## src/rtl/uii_regs.vh

```
// register map, field positions, reset values and timing counts for the
// uart interrupt identification block.
// assumes a 32-bit avalon-mm byte address and a 40 mhz clock.
`ifndef UII_REGS_VH
`define UII_REGS_VH

// ************************************************************
// register byte addresses
// ************************************************************
`define UII_ADDR_IER    32'he0010004
`define UII_ADDR_IIR    32'he0010008
`define UII_ADDR_FCR    32'he0010008
`define UII_ADDR_LSR    32'he0010014
`define UII_ADDR_STAT   32'he0010040
`define UII_ADDR_MASK   32'he0010044

// ************************************************************
// field positions
// ************************************************************
`define UII_IER_RDA     0
`define UII_IER_TX_HOLDING_EMPTY_IRQ    1
`define UII_IER_RLS     2
`define UII_IER_MODEM   3
`define UII_IER_ABTO    8
`define UII_IER_ABEO    9
`define UII_FCR_EN      0
`define UII_FCR_TRIG_HI 7
`define UII_FCR_TRIG_LO 6
`define UII_IIR_PEND    0
`define UII_IIR_ABEO    8
`define UII_IIR_ABTO    9

// ************************************************************
// source codes and reset values
// ************************************************************
`define UII_ID_RLS      3'h3
`define UII_ID_RDA      3'h2
`define UII_ID_CTI      3'h6
`define UII_ID_TX_HOLDING_EMPTY_IRQ     3'h1
`define UII_ID_MODEM    3'h0
`define UII_IER_RESET   10'h000
`define UII_FCR_RESET   3'h0
`define UII_IIR_RESET   32'h00000001
`define UII_IER_MASK    10'h30f

// rx fifo trigger depths for selections 0..3
`define UII_TRIG0       5'h01
`define UII_TRIG1       5'h04
`define UII_TRIG2       5'h08
`define UII_TRIG3       5'h0e

// ************************************************************
// timing
// ************************************************************
`define UII_CLK_KHZ       40000
`define UII_CHAR_TIME_NS  86806
`define UII_CTI_CHARS     4
// scaled to megahertz first so the product stays inside 32-bit integers;
// limitation: the clock must be a whole number of megahertz
`define UII_CHAR_CYCLES   ((`UII_CHAR_TIME_NS * (`UII_CLK_KHZ / 1000)) / 1000)
`define UII_CTI_CYCLES    (`UII_CTI_CHARS * `UII_CHAR_CYCLES)

`endif

```

## src/rtl/uii_char_timer.v

```verilog
// character time-out timer of the rx fifo.
// assumes activity is a one-cycle pulse per fifo write or read.
`timescale 1ns/1ps
`default_nettype none

module uii_char_timer #(
   parameter TIMEOUT_CYCLES = 13888,
   parameter CW             = 24
) (
   // clock and reset
   input  wire          clk,
   input  wire          reset,
   // fifo state
   input  wire          fifo_nonempty,
   input  wire          activity,
   // time-out flag
   output reg           timeout
);

   localparam integer  LAST_INT = TIMEOUT_CYCLES - 1;
   localparam [CW-1:0] LAST     = LAST_INT[CW-1:0];

   reg [CW-1:0] count;

   // ************************************************************
   // idle counter
   // ************************************************************
   // any activity or an empty fifo restarts the count and drops the flag
   always @(posedge clk) begin
      if (reset || activity || !fifo_nonempty) begin
         count   <= {CW{1'b0}};
         timeout <= 1'b0;
      end else if (count == LAST) begin
         timeout <= 1'b1;           // held until the next activity, an empty fifo or reset
      end else begin
         count <= count + 1'b1;
      end
   end

endmodule // uii_char_timer
`default_nettype wire

```

## src/rtl/uii_top.v

```verilog
// uart interrupt prioritisation and identification with avalon-mm access.
// assumes the rx/tx datapaths, modem logic and auto-baud engine sit
// outside and deliver synchronous event pulses and levels on clk.
`timescale 1ns/1ps
`default_nettype none
`include "uii_regs.vh"

module uii_top #(
   parameter TIMEOUT_CYCLES = `UII_CTI_CYCLES,
   parameter FW             = 5
) (
   // clock and reset
   input  wire          clk,
   input  wire          reset,
   // avalon-mm slave
   input  wire [31:0]   address,
   input  wire          read,
   input  wire          write,
   input  wire [31:0]   writedata,
   output reg  [31:0]   readdata,
   output reg           waitrequest,
   // receive side events
   input  wire          overrun_error,
   input  wire          parity_error,
   input  wire          framing_error,
   input  wire          break_indication,
   input  wire [FW-1:0] rx_fifo_level,
   input  wire          rx_fifo_write,
   input  wire          rx_fifo_read,
   // transmit and modem side
   input  wire          tx_holding_empty,
   input  wire          tx_holding_write,
   input  wire          modem_status_pending,
   // auto-baud engine
   input  wire          autobaud_done_flag,
   input  wire          autobaud_timeout_flag,
   // interrupt output
   output reg           irq
);

   // ************************************************************
   // functions
   // ************************************************************
   // trigger depth for a fifo control selection
   function [FW-1:0] trig_depth;
      input [1:0] sel;
      begin
         case (sel)
            2'h0:    trig_depth = `UII_TRIG0;
            2'h1:    trig_depth = `UII_TRIG1;
            2'h2:    trig_depth = `UII_TRIG2;
            default: trig_depth = `UII_TRIG3;
         endcase
      end
   endfunction

   // full-word address match
   function hit;
      input [31:0] a;
      input [31:0] b;
      begin
         hit = (a == b);
      end
   endfunction

   // ************************************************************
   // bus handshake
   // ************************************************************
   localparam [1:0] BUS_IDLE = 2'b01;
   localparam [1:0] BUS_ACK  = 2'b10;

   reg [1:0] bus_state;
   wire      take = (read || write) && bus_state[0];
   wire      rd   = take && read;
   wire      wr   = take && write && !read;

   // a request is taken in idle, answered one cycle later, then released
   always @(posedge clk) begin
      if (reset) begin
         bus_state   <= BUS_IDLE;
         waitrequest <= 1'b1;
      end else begin
         case (bus_state)
            BUS_IDLE: begin
               if (take) begin
                  bus_state   <= BUS_ACK;
                  waitrequest <= 1'b0;
               end
            end
            BUS_ACK: begin
               bus_state   <= BUS_IDLE;
               waitrequest <= 1'b1;
            end
            default: begin
               bus_state   <= BUS_IDLE;
               waitrequest <= 1'b1;
            end
         endcase
      end
   end

   // register access strobes
   wire rd_iir  = rd && hit(address, `UII_ADDR_IIR);
   wire rd_lsr  = rd && hit(address, `UII_ADDR_LSR);
   wire rd_stat = rd && hit(address, `UII_ADDR_STAT);
   wire wr_ier  = wr && hit(address, `UII_ADDR_IER);
   wire wr_fcr  = wr && hit(address, `UII_ADDR_FCR);
   wire wr_mask = wr && hit(address, `UII_ADDR_MASK);

   // ************************************************************
   // control registers
   // ************************************************************
   reg [9:0] interrupt_enable_reg;
   reg [2:0] fifo_control_reg;   // {trigger select, fifo enable}
   wire      fifo_en = fifo_control_reg[0];

   // software steers enables and fifo mode; reserved bits are dropped
   always @(posedge clk) begin
      if (reset) begin
         interrupt_enable_reg <= `UII_IER_RESET;
         fifo_control_reg     <= `UII_FCR_RESET;
      end else begin
         if (wr_ier)
            interrupt_enable_reg <= writedata[9:0] & `UII_IER_MASK;
         if (wr_fcr)
            fifo_control_reg <= {writedata[`UII_FCR_TRIG_HI:
                                           `UII_FCR_TRIG_LO],
                                 writedata[`UII_FCR_EN]};
      end
   end

   // ************************************************************
   // line status errors
   // ************************************************************
   // {break, framing, parity, overrun} kept in line status bits 4:1
   reg  [3:0] lsr_err;
   wire [3:0] err_in = {break_indication, framing_error,
                        parity_error, overrun_error};

   // a new error in the clearing read cycle survives the clear
   always @(posedge clk) begin
      if (reset)
         lsr_err <= 4'h0;
      else if (rd_lsr)
         lsr_err <= err_in;
      else
         lsr_err <= lsr_err | err_in;
   end

   // ************************************************************
   // transmit holding empty latch
   // ************************************************************
   reg  tx_holding_empty_irq_q;
   reg  tx_holding_empty_irq_irq;
   reg  [2:0] id_code;
   reg  irq_none;
   wire tx_holding_empty_irq_rise = tx_holding_empty && !tx_holding_empty_irq_q;
   wire tx_holding_empty_irq_clr  = tx_holding_write ||
                    (rd_iir && id_code == `UII_ID_TX_HOLDING_EMPTY_IRQ && !irq_none);

   // set on the empty edge; the set wins over a clear in the same cycle
   always @(posedge clk) begin
      if (reset) begin
         tx_holding_empty_irq_q   <= 1'b0;
         tx_holding_empty_irq_irq <= 1'b0;
      end else begin
         tx_holding_empty_irq_q <= tx_holding_empty;
         if (tx_holding_empty_irq_rise)
            tx_holding_empty_irq_irq <= 1'b1;
         else if (tx_holding_empty_irq_clr)
            tx_holding_empty_irq_irq <= 1'b0;
      end
   end

   // ************************************************************
   // receive data and time-out
   // ************************************************************
   wire rx_nonempty = (rx_fifo_level != {FW{1'b0}});
   wire rx_activity = rx_fifo_write || rx_fifo_read;
   wire rx_avail_raw;
   wire cti_raw;

   // without the fifo a single character is enough to report data
   assign rx_avail_raw = fifo_en ?
      (rx_fifo_level >= trig_depth(fifo_control_reg[2:1])) :
      rx_nonempty;

   // the timer restarts on every fifo read or write
   uii_char_timer #(
      .TIMEOUT_CYCLES (TIMEOUT_CYCLES)
   ) u_timer (
      .clk           (clk),
      .reset         (reset),
      .fifo_nonempty (rx_nonempty),
      .activity      (rx_activity),
      .timeout       (cti_raw)
   );

   // ************************************************************
   // enabled sources
   // ************************************************************
   wire p_rls   = (lsr_err != 4'h0) &&
                  interrupt_enable_reg[`UII_IER_RLS];
   wire p_rda   = rx_avail_raw &&
                  interrupt_enable_reg[`UII_IER_RDA];
   wire p_cti   = cti_raw && interrupt_enable_reg[`UII_IER_RDA];
   wire p_tx_holding_empty_irq  = tx_holding_empty_irq_irq && interrupt_enable_reg[`UII_IER_TX_HOLDING_EMPTY_IRQ];
   wire p_modem = modem_status_pending &&
                  interrupt_enable_reg[`UII_IER_MODEM];
   wire p_abeo  = autobaud_done_flag &&
                  interrupt_enable_reg[`UII_IER_ABEO];
   wire p_abto  = autobaud_timeout_flag &&
                  interrupt_enable_reg[`UII_IER_ABTO];

   // ************************************************************
   // priority encoder
   // ************************************************************
   reg [2:0] next_id;
   reg       next_none;

   // fixed order; only the five legal codes can come out
   always @* begin
      next_none = 1'b0;
      if (p_rls)
         next_id = `UII_ID_RLS;
      else if (p_rda)
         next_id = `UII_ID_RDA;
      else if (p_cti)
         next_id = `UII_ID_CTI;
      else if (p_tx_holding_empty_irq)
         next_id = `UII_ID_TX_HOLDING_EMPTY_IRQ;
      else begin
         next_id   = `UII_ID_MODEM;
         next_none = !p_modem;
      end
   end

   // ************************************************************
   // identification snapshot
   // ************************************************************
   reg abeo_q;
   reg abto_q;

   // tracks the sources every cycle except at the edge that takes an
   // identification read; holding later would show a cleared source again
   // to a read that follows at the minimum spacing
   always @(posedge clk) begin
      if (reset) begin
         id_code  <= `UII_ID_MODEM;
         irq_none <= 1'b1;
         abeo_q   <= 1'b0;
         abto_q   <= 1'b0;
      end else if (!rd_iir) begin
         id_code  <= next_id;
         irq_none <= next_none;
         abeo_q   <= p_abeo;
         abto_q   <= p_abto;
      end
   end

   wire [31:0] iir_word = {22'h0, abto_q, abeo_q,
                           fifo_en, fifo_en,
                           2'b00, id_code, irq_none};

   // ************************************************************
   // event status, mask and interrupt line
   // ************************************************************
   reg  [6:0] ev_stat;
   reg  [6:0] ev_mask;
   reg  [6:0] src_q;
   wire [6:0] src_now = {p_abto, p_abeo, p_modem, p_tx_holding_empty_irq,
                         p_cti, p_rda, p_rls};
   wire [6:0] ev_new  = src_now & ~src_q;

   // each source's rising edge sets a sticky bit; a read of the status
   // word clears it, but an edge in that same cycle is kept
   always @(posedge clk) begin
      if (reset) begin
         ev_stat <= 7'h00;
         ev_mask <= 7'h00;
         src_q   <= 7'h00;
         irq     <= 1'b0;
      end else begin
         src_q <= src_now;
         if (rd_stat)
            ev_stat <= ev_new;
         else
            ev_stat <= ev_stat | ev_new;
         if (wr_mask)
            ev_mask <= writedata[6:0];
         irq <= |(ev_stat & ev_mask);
      end
   end

   // ************************************************************
   // read data
   // ************************************************************
   reg [31:0] next_rdata;

   // reserved bits and unmapped addresses read as zero
   always @* begin
      next_rdata = 32'h0;
      if (hit(address, `UII_ADDR_IIR))
         next_rdata = iir_word;
      else if (hit(address, `UII_ADDR_IER))
         next_rdata = {22'h0, interrupt_enable_reg};
      else if (hit(address, `UII_ADDR_LSR))
         next_rdata = {26'h0, tx_holding_empty, lsr_err, rx_nonempty};
      else if (hit(address, `UII_ADDR_STAT))
         next_rdata = {25'h0, ev_stat};
      else if (hit(address, `UII_ADDR_MASK))
         next_rdata = {25'h0, ev_mask};
   end

   // data is captured at the take edge and shown with waitrequest low
   always @(posedge clk) begin
      if (reset)
         readdata <= 32'h0;
      else if (rd)
         readdata <= next_rdata;
   end

endmodule // uii_top
`default_nettype wire

```

## config.mk

```make
export PLATFORM = sky130hd
export DESIGN_NAME = uii_top
export DESIGN_NICKNAME = d
export VERILOG_FILES = /design/src/rtl/uii_char_timer.v /design/src/rtl/uii_top.v
export VERILOG_INCLUDE_DIRS = /design/src /design/src/rtl
export SDC_FILE = /design/constraint.sdc
export NUM_CORES = 1
export LEC_CHECK = 0
export BUFFER_PORTS_ARGS = -buffer_cell sky130_fd_sc_hd__clkbuf_2
export CORE_UTILIZATION = 46
export DETAILED_ROUTE_END_ITERATION = 7
export GPL_TIMING_DRIVEN = 0
export MAX_ROUTING_LAYER = met4
export PLACE_DENSITY_LB_ADDON = 0.15
export SLEW_MARGIN = 20
export SYNTH_ARGS = -nofsm -noshare
export SYNTH_HDL_FRONTEND = slang
export SYNTH_SLANG_ARGS = --single-unit
```

## constraint.sdc

```tcl
create_clock -name clk -period 4.2 [get_ports clk]
set_clock_uncertainty 0.2 [all_clocks]
set_input_delay 0 -clock clk [delete_from_list [all_inputs] [get_ports clk]]
set_output_delay 0 -clock clk [all_outputs]
set_load 0.02 [all_outputs]
```

# Word-level counts from Yosys, hierarchy flattened
# Index checks and enable logic that the tools add are counted.
# word_totals
ff_bits,103
inputBits,84
output_inout_bits,34
elab_cells,91
# op_classes
addsub,1
n_lt_le_gt_ge,1
n_eq_ne,10
mux,19
bitwise_logic,6
n_reduce_logical,36
# op_table
cell,n
$eq 32x32->1 const B,5
$mux 7,4
$add 24x1->24 const B,1
$eq 24x14->1 const B,1
$logic_and 1x1->1,20
$mux 10,2
$and 7x7->7,2
$pmux 4 s3,1
$mux 3,3
$mux 1,8
$not 7->7,1
$or 7x7->7,1
$reduce_or 7->1,1
$ge 5x5->1,1
$logic_not 1->1,5
$logic_or 1x1->1,5
$reduce_bool 5->1,1
$eq 2x1->1 const B,2
$mux 4,1
$or 4x4->4,1
$reduce_bool 4->1,1
$eq 3x1->1 const B,1
$eq 2x2->1 const B,1
$logic_not 2->1,1
3 further kinds,3

# Longest topological paths before layout
# depth
ltp_word,9
depth_mapped,7

# Cells and area by module
# A second synthesis with hierarchy kept.
# hier_totals
cells_unflattened,457
area_unflattened_um2,4078.9
# modules_own_cells
mod,instances,cells_per_inst,area_per_inst_um2
uii_top,1,310,2839.0
uii_char_timer,1,147,1239.9

# Worst setup path before layout
# Ideal clock, no wire load.
# synth_path
path_type,reg2reg
start,reg bus_state[0]
end,reg tx_holding_empty_irq_irq
setup_ns,0.114
arrival_ns,1.706
slack_ns,2.180
stages_incl_launch_ff,7
n_path_buf,1
period_less_slack_ns,2.020
path_cell_list,dfxtp_1 > and2_1 > clkbuf_1 > nand3_1 > nor4_1 > a21oi_1 > a21o_1
# synth_between
elab_chain_cells,7
# synth_rtl
item,line,rtl
"start, declared",uii_top.v:72,reg [1:0] bus_state;
"start signal, assigned",uii_top.v:80,bus_state <= BUS_IDLE;
"start signal, assigned",uii_top.v:86,bus_state <= BUS_ACK;
"start signal, assigned",uii_top.v:91,bus_state <= BUS_IDLE;
$logic_and 1x1->1,uii_top.v:73,wire take = (read || write) && bus_state[0];
$logic_and 1x1->1,uii_top.v:74,wire rd = take && read;
$logic_and 1x1->1,uii_top.v:103,"wire rd_iir = rd && hit(address, `UII_ADDR_IIR);"
$logic_and 1x1->1 (no source line),-,
$logic_and 1x1->1,uii_top.v:159,(rd_iir && id_code == `UII_ID_TX_HOLDING_EMPTY_IRQ && !irq_none);
$logic_or 1x1->1,uii_top.v:158,wire tx_holding_empty_irq_clr = tx_holding_write ||
$reduce_bool 2->1 (no source line),-,
"end signal, assigned",uii_top.v:165,tx_holding_empty_irq_irq <= 1'b0;
"end signal, assigned",uii_top.v:169,tx_holding_empty_irq_irq <= 1'b1;
"end signal, assigned",uii_top.v:171,tx_holding_empty_irq_irq <= 1'b0;
"end, declared",uii_top.v:154,reg tx_holding_empty_irq_irq;
# No other way between the ends.
# A chain may end at the register's enable or synchronous reset.

# Worst setup path in the final report
# layout_path
start,in address[1]
end,reg interrupt_enable_reg[9]
# layout_between
elab_chain_cells,2
# layout_rtl
item,line,rtl
"start, declared",uii_top.v:16,"input wire [31:0] address,"
$eq 32x32->1,uii_top.v:62,hit = (a == b);
$logic_and 1x1->1,uii_top.v:106,"wire wr_ier = wr && hit(address, `UII_ADDR_IER);"
"end signal, assigned",uii_top.v:120,interrupt_enable_reg <= `UII_IER_RESET;
"end signal, assigned",uii_top.v:124,interrupt_enable_reg <= writedata[9:0] & `UII_IER_MASK;
"end, declared",uii_top.v:113,reg [9:0] interrupt_enable_reg;
# No other way between the ends.

==> flow_metrics.env <==
export IMPL_ir_drop_uv=161
export IMPL_slew_headroom_pct=37.0
export IMPL_place_port_buffers=73
export IMPL_wl_met3_um=550
export IMPL_drt_total_wl_mm=9.36
export IMPL_rsz0062_at_grt="no"
export IMPL_tns_ns=0
export IMPL_p_leak_nw=2.01
export IMPL_ys_ff_latch=80
export IMPL_top_regs="u_timer.count: 24 flops, readdata: 10 flops"
export IMPL_worst_pin_slew_ns=0.936
export IMPL_syn_area_mm2=0.00381
export IMPL_gp_congestion=0.817
export IMPL_final_antenna_net_count=0
export IMPL_worstSetupPathType="input pin to register"
export IMPL_cts_buffers_inserted=9
export IMPL_synthCells=428
export IMPL_hold_depth=6
export IMPL_row_count=32
export IMPL_crit_fanout=7
export IMPL_synth_warning_count=0
export IMPL_cap_viol_max_count=0
export IMPL_hold_worst_slack_ns=0.0246
export IMPL_seq_area_frac_synth_pct=42.0
export IMPL_grt_overflow_total=0
export IMPL_start_util_pct=48.3
export IMPL_synth_cell_types=54
export IMPL_top_layer="met4"
export IMPL_hold_class="input pin to register"
export IMPL_syn_avg_cell_area_um2=8.90
export IMPL_diodes=0
export IMPL_dpl_hpwl_mm=6.91
export IMPL_firstDrtPassIters=5
export IMPL_wl_met2_mm=4.22
export IMPL_clkTransAtPathRegs_ns=0.07
export IMPL_period_minus_slack_ns=2.66
export IMPL_cp_data_required_time_ns=4.22
export IMPL_top_register="u_timer.count"
export IMPL_die_w_um=93.0
export IMPL_htree_levels=3
export IMPL_wl_per_cell_um=13.9
export IMPL_cp_start_kind="input pin"
export IMPL_area_delta_synth_final_pct=30.6
export IMPL_drc_errors=0
export IMPL_first_iter_violations=247
export IMPL_fmax_ghz=0.376
export IMPL_grt_max_degree=13
export IMPL_synth_main_ff_cell="dfxtp_1"
export IMPL_ioPinCount=118
export IMPL_reg2reg_depth=6
export IMPL_postCtsHoldBufs=34
export IMPL_crit_path_end_kind="register"
export IMPL_hold_violations=0
export IMPL_antenna_found_initial=0
export IMPL_dieHeight_um=93.0
export IMPL_routedLengthMet1_mm=4.44
export IMPL_fin_nets=656
export IMPL_status="completed"
export IMPL_clockBufferDepth=2
export IMPL_worstSkewPairLatency_ns=0.35
export IMPL_p_per_area_mw_per_mm2=315
export IMPL_cts_root_buf="clkbuf_8"
export IMPL_route_vias_total=3569
export IMPL_die_area_mm2=0.00865
export IMPL_cts_setup_buffers=0
export IMPL_cts_tree="built"
export IMPL_grt_pass1_vias=3248
export IMPL_arrival_ns=2.68
export IMPL_ctsResizeCount=0
export IMPL_drive_above_1_share_pct=21.5
export IMPL_final_max_slew_viol_count=0
export IMPL_finalSetupViolations=0
export IMPL_largest_reg_flops=24
export IMPL_core_area_mm2=0.00789
export IMPL_synth_edff_count=0
export IMPL_clkSinkCount=80
export IMPL_grt_pass1_wl_mm=15.6
export IMPL_fin_crit_sh_pct=63.3
export IMPL_grt_use_total_pct=23.8
export IMPL_synthArstFlopShare_pct=0
export IMPL_via_per_inst=5.30
==> through the flow <==
stage / instances / area [µm²] / util [%] / worst slack [ns] / power [mW]
after global placement: 624 / 4380 / 55.6 / 1.62 / 0.907
after detailed placement: 624 / 4400 / 55.7 / 1.85 / 0.910
after floorplan: 449 / 3890 / - / 2.18 / 0.860
after global routing: 674 / 4980 / 63.1 / 1.43 / 1.62
after CTS: 674 / 4970 / 63.0 / 1.62 / 1.57
final: 674 / 4980 / 63.1 / 1.54 / 1.57
==> final timing paths <==
check	start	slack, ns	end
min	address[6]	0.02	id_code[2]$_SDFFE_PP0P_
min reg2reg	src_q[2]$_SDFF_PP0_	0.22	ev_stat[2]$_SDFF_PP0_
max reg2reg	bus_state[0]$_SDFFE_PP1P_	1.61	interrupt_enable_reg[9]$_SDFFE_PP0P_
max	address[1]	1.54	interrupt_enable_reg[9]$_SDFFE_PP0P_
==> report_power, final <==
group | leakage (nW) | switching [mW] | internal (mW) | total, mW
registers | 0.647 | 0.00487 | 0.764 | 0.769
clock network | 0.117 | 0.267 | 0.385 | 0.652
logic | 1.25 | 0.0757 | 0.0717 | 0.147
total | 2.01 | 0.347 | 1.22 | 1.57
==> final cells by class <==
cell class | count | area, µm²
tap | 102 | 128
clock inverter | 2 | 60.1
clock buffer | 14 | 173
fill | 685 | 2910
inverter | 12 | 45.0
buffer | 38 | 234
timing repair buffer | 107 | 706
sequential | 80 | 1600
multi-input combinational | 319 | 2030
==> cells by family (layout without fill, tap and decap cells) <==
group	count (synthesis)	after routing	share of synthesized area, %
adders and majority gates	5	5	1.64
xor gates and xnor gates	20	20	4.60
and+or+nand+nor	183	183	25.6
other	1	22	0.0984
buffers and inverters	50	173	7.32
muxes	25	25	6.60
DFF	80	80	42.0
AOI/OAI and AO/OA	64	64	12.1
==> synthesized netlist by cell type (6+ instances only) <==
| library cell | count | share of area (%) |
|---|---|---|
| nor2_1 | 65 | 6.4 |
| nor4_1 | 14 | 2.3 |
| o32ai_1 | 6 | 1.4 |
| nand4_1 | 10 | 1.6 |
| clkbuf_1 | 14 | 1.4 |
| a21oi_1 | 7 | 0.92 |
| dfxtp_1 | 80 | 42 |
| a22oi_1 | 11 | 2.2 |
| buf_4 | 22 | 4.3 |
| nand2b_1 | 6 | 0.99 |
| mux2i_1 | 24 | 6.3 |
| nand3_1 | 17 | 2.2 |
| inv_1 | 12 | 1.2 |
| xor2_1 | 16 | 3.7 |
| nor3_1 | 12 | 1.6 |
| nand2_1 | 26 | 2.6 |
| o21ai_0 | 11 | 1.4 |
==> layer usage <==
metal  up-vias  track usage, %
met3        15            3.98
met5         -               -
met4         0            8.21
met1      1666            31.9
met2       110            36.5
li1       1778               -
==> cells in the final DEF, fill, tap and decap left out, types with 3 or more instances in the layout <==
cell type / instances
conb_1: 22
and4_1: 3
a22oi_1: 11
nor4b_1: 3
nor3_1: 12
dfxtp_1: 80
o21ai_0: 11
o2bb2ai_1: 4
a211oi_1: 4
inv_1: 12
a21oi_1: 7
and2_1: 5
nand2_1: 26
o32ai_1: 6
nand4_1: 10
dlygate4sd3_1: 34
clkbuf_1: 16
xor2_1: 16
nand3_1: 17
nand2b_1: 6
mux2i_1: 24
nor4_2: 3
nor2b_1: 3
nand3b_1: 3
a22o_1: 4
nor4_1: 12
buf_4: 22
nor2_1: 65
clkbuf_2: 73
a31oi_1: 4
clkbuf_8: 12
ha_1: 5
xnor2_1: 4
==> worst max-delay path, cell delays in order <==
cell	delay [ns]
dlygate4sd3_1	0.53
clkbuf_2	0.12
nor3_2	0.37
nand3_1	0.21
nor4_4	0.56
mux2i_1	0.27
dlygate4sd3_1	0.57
nor2_1	0.04
No activity file was read; power rests on OpenSTA's default activity.
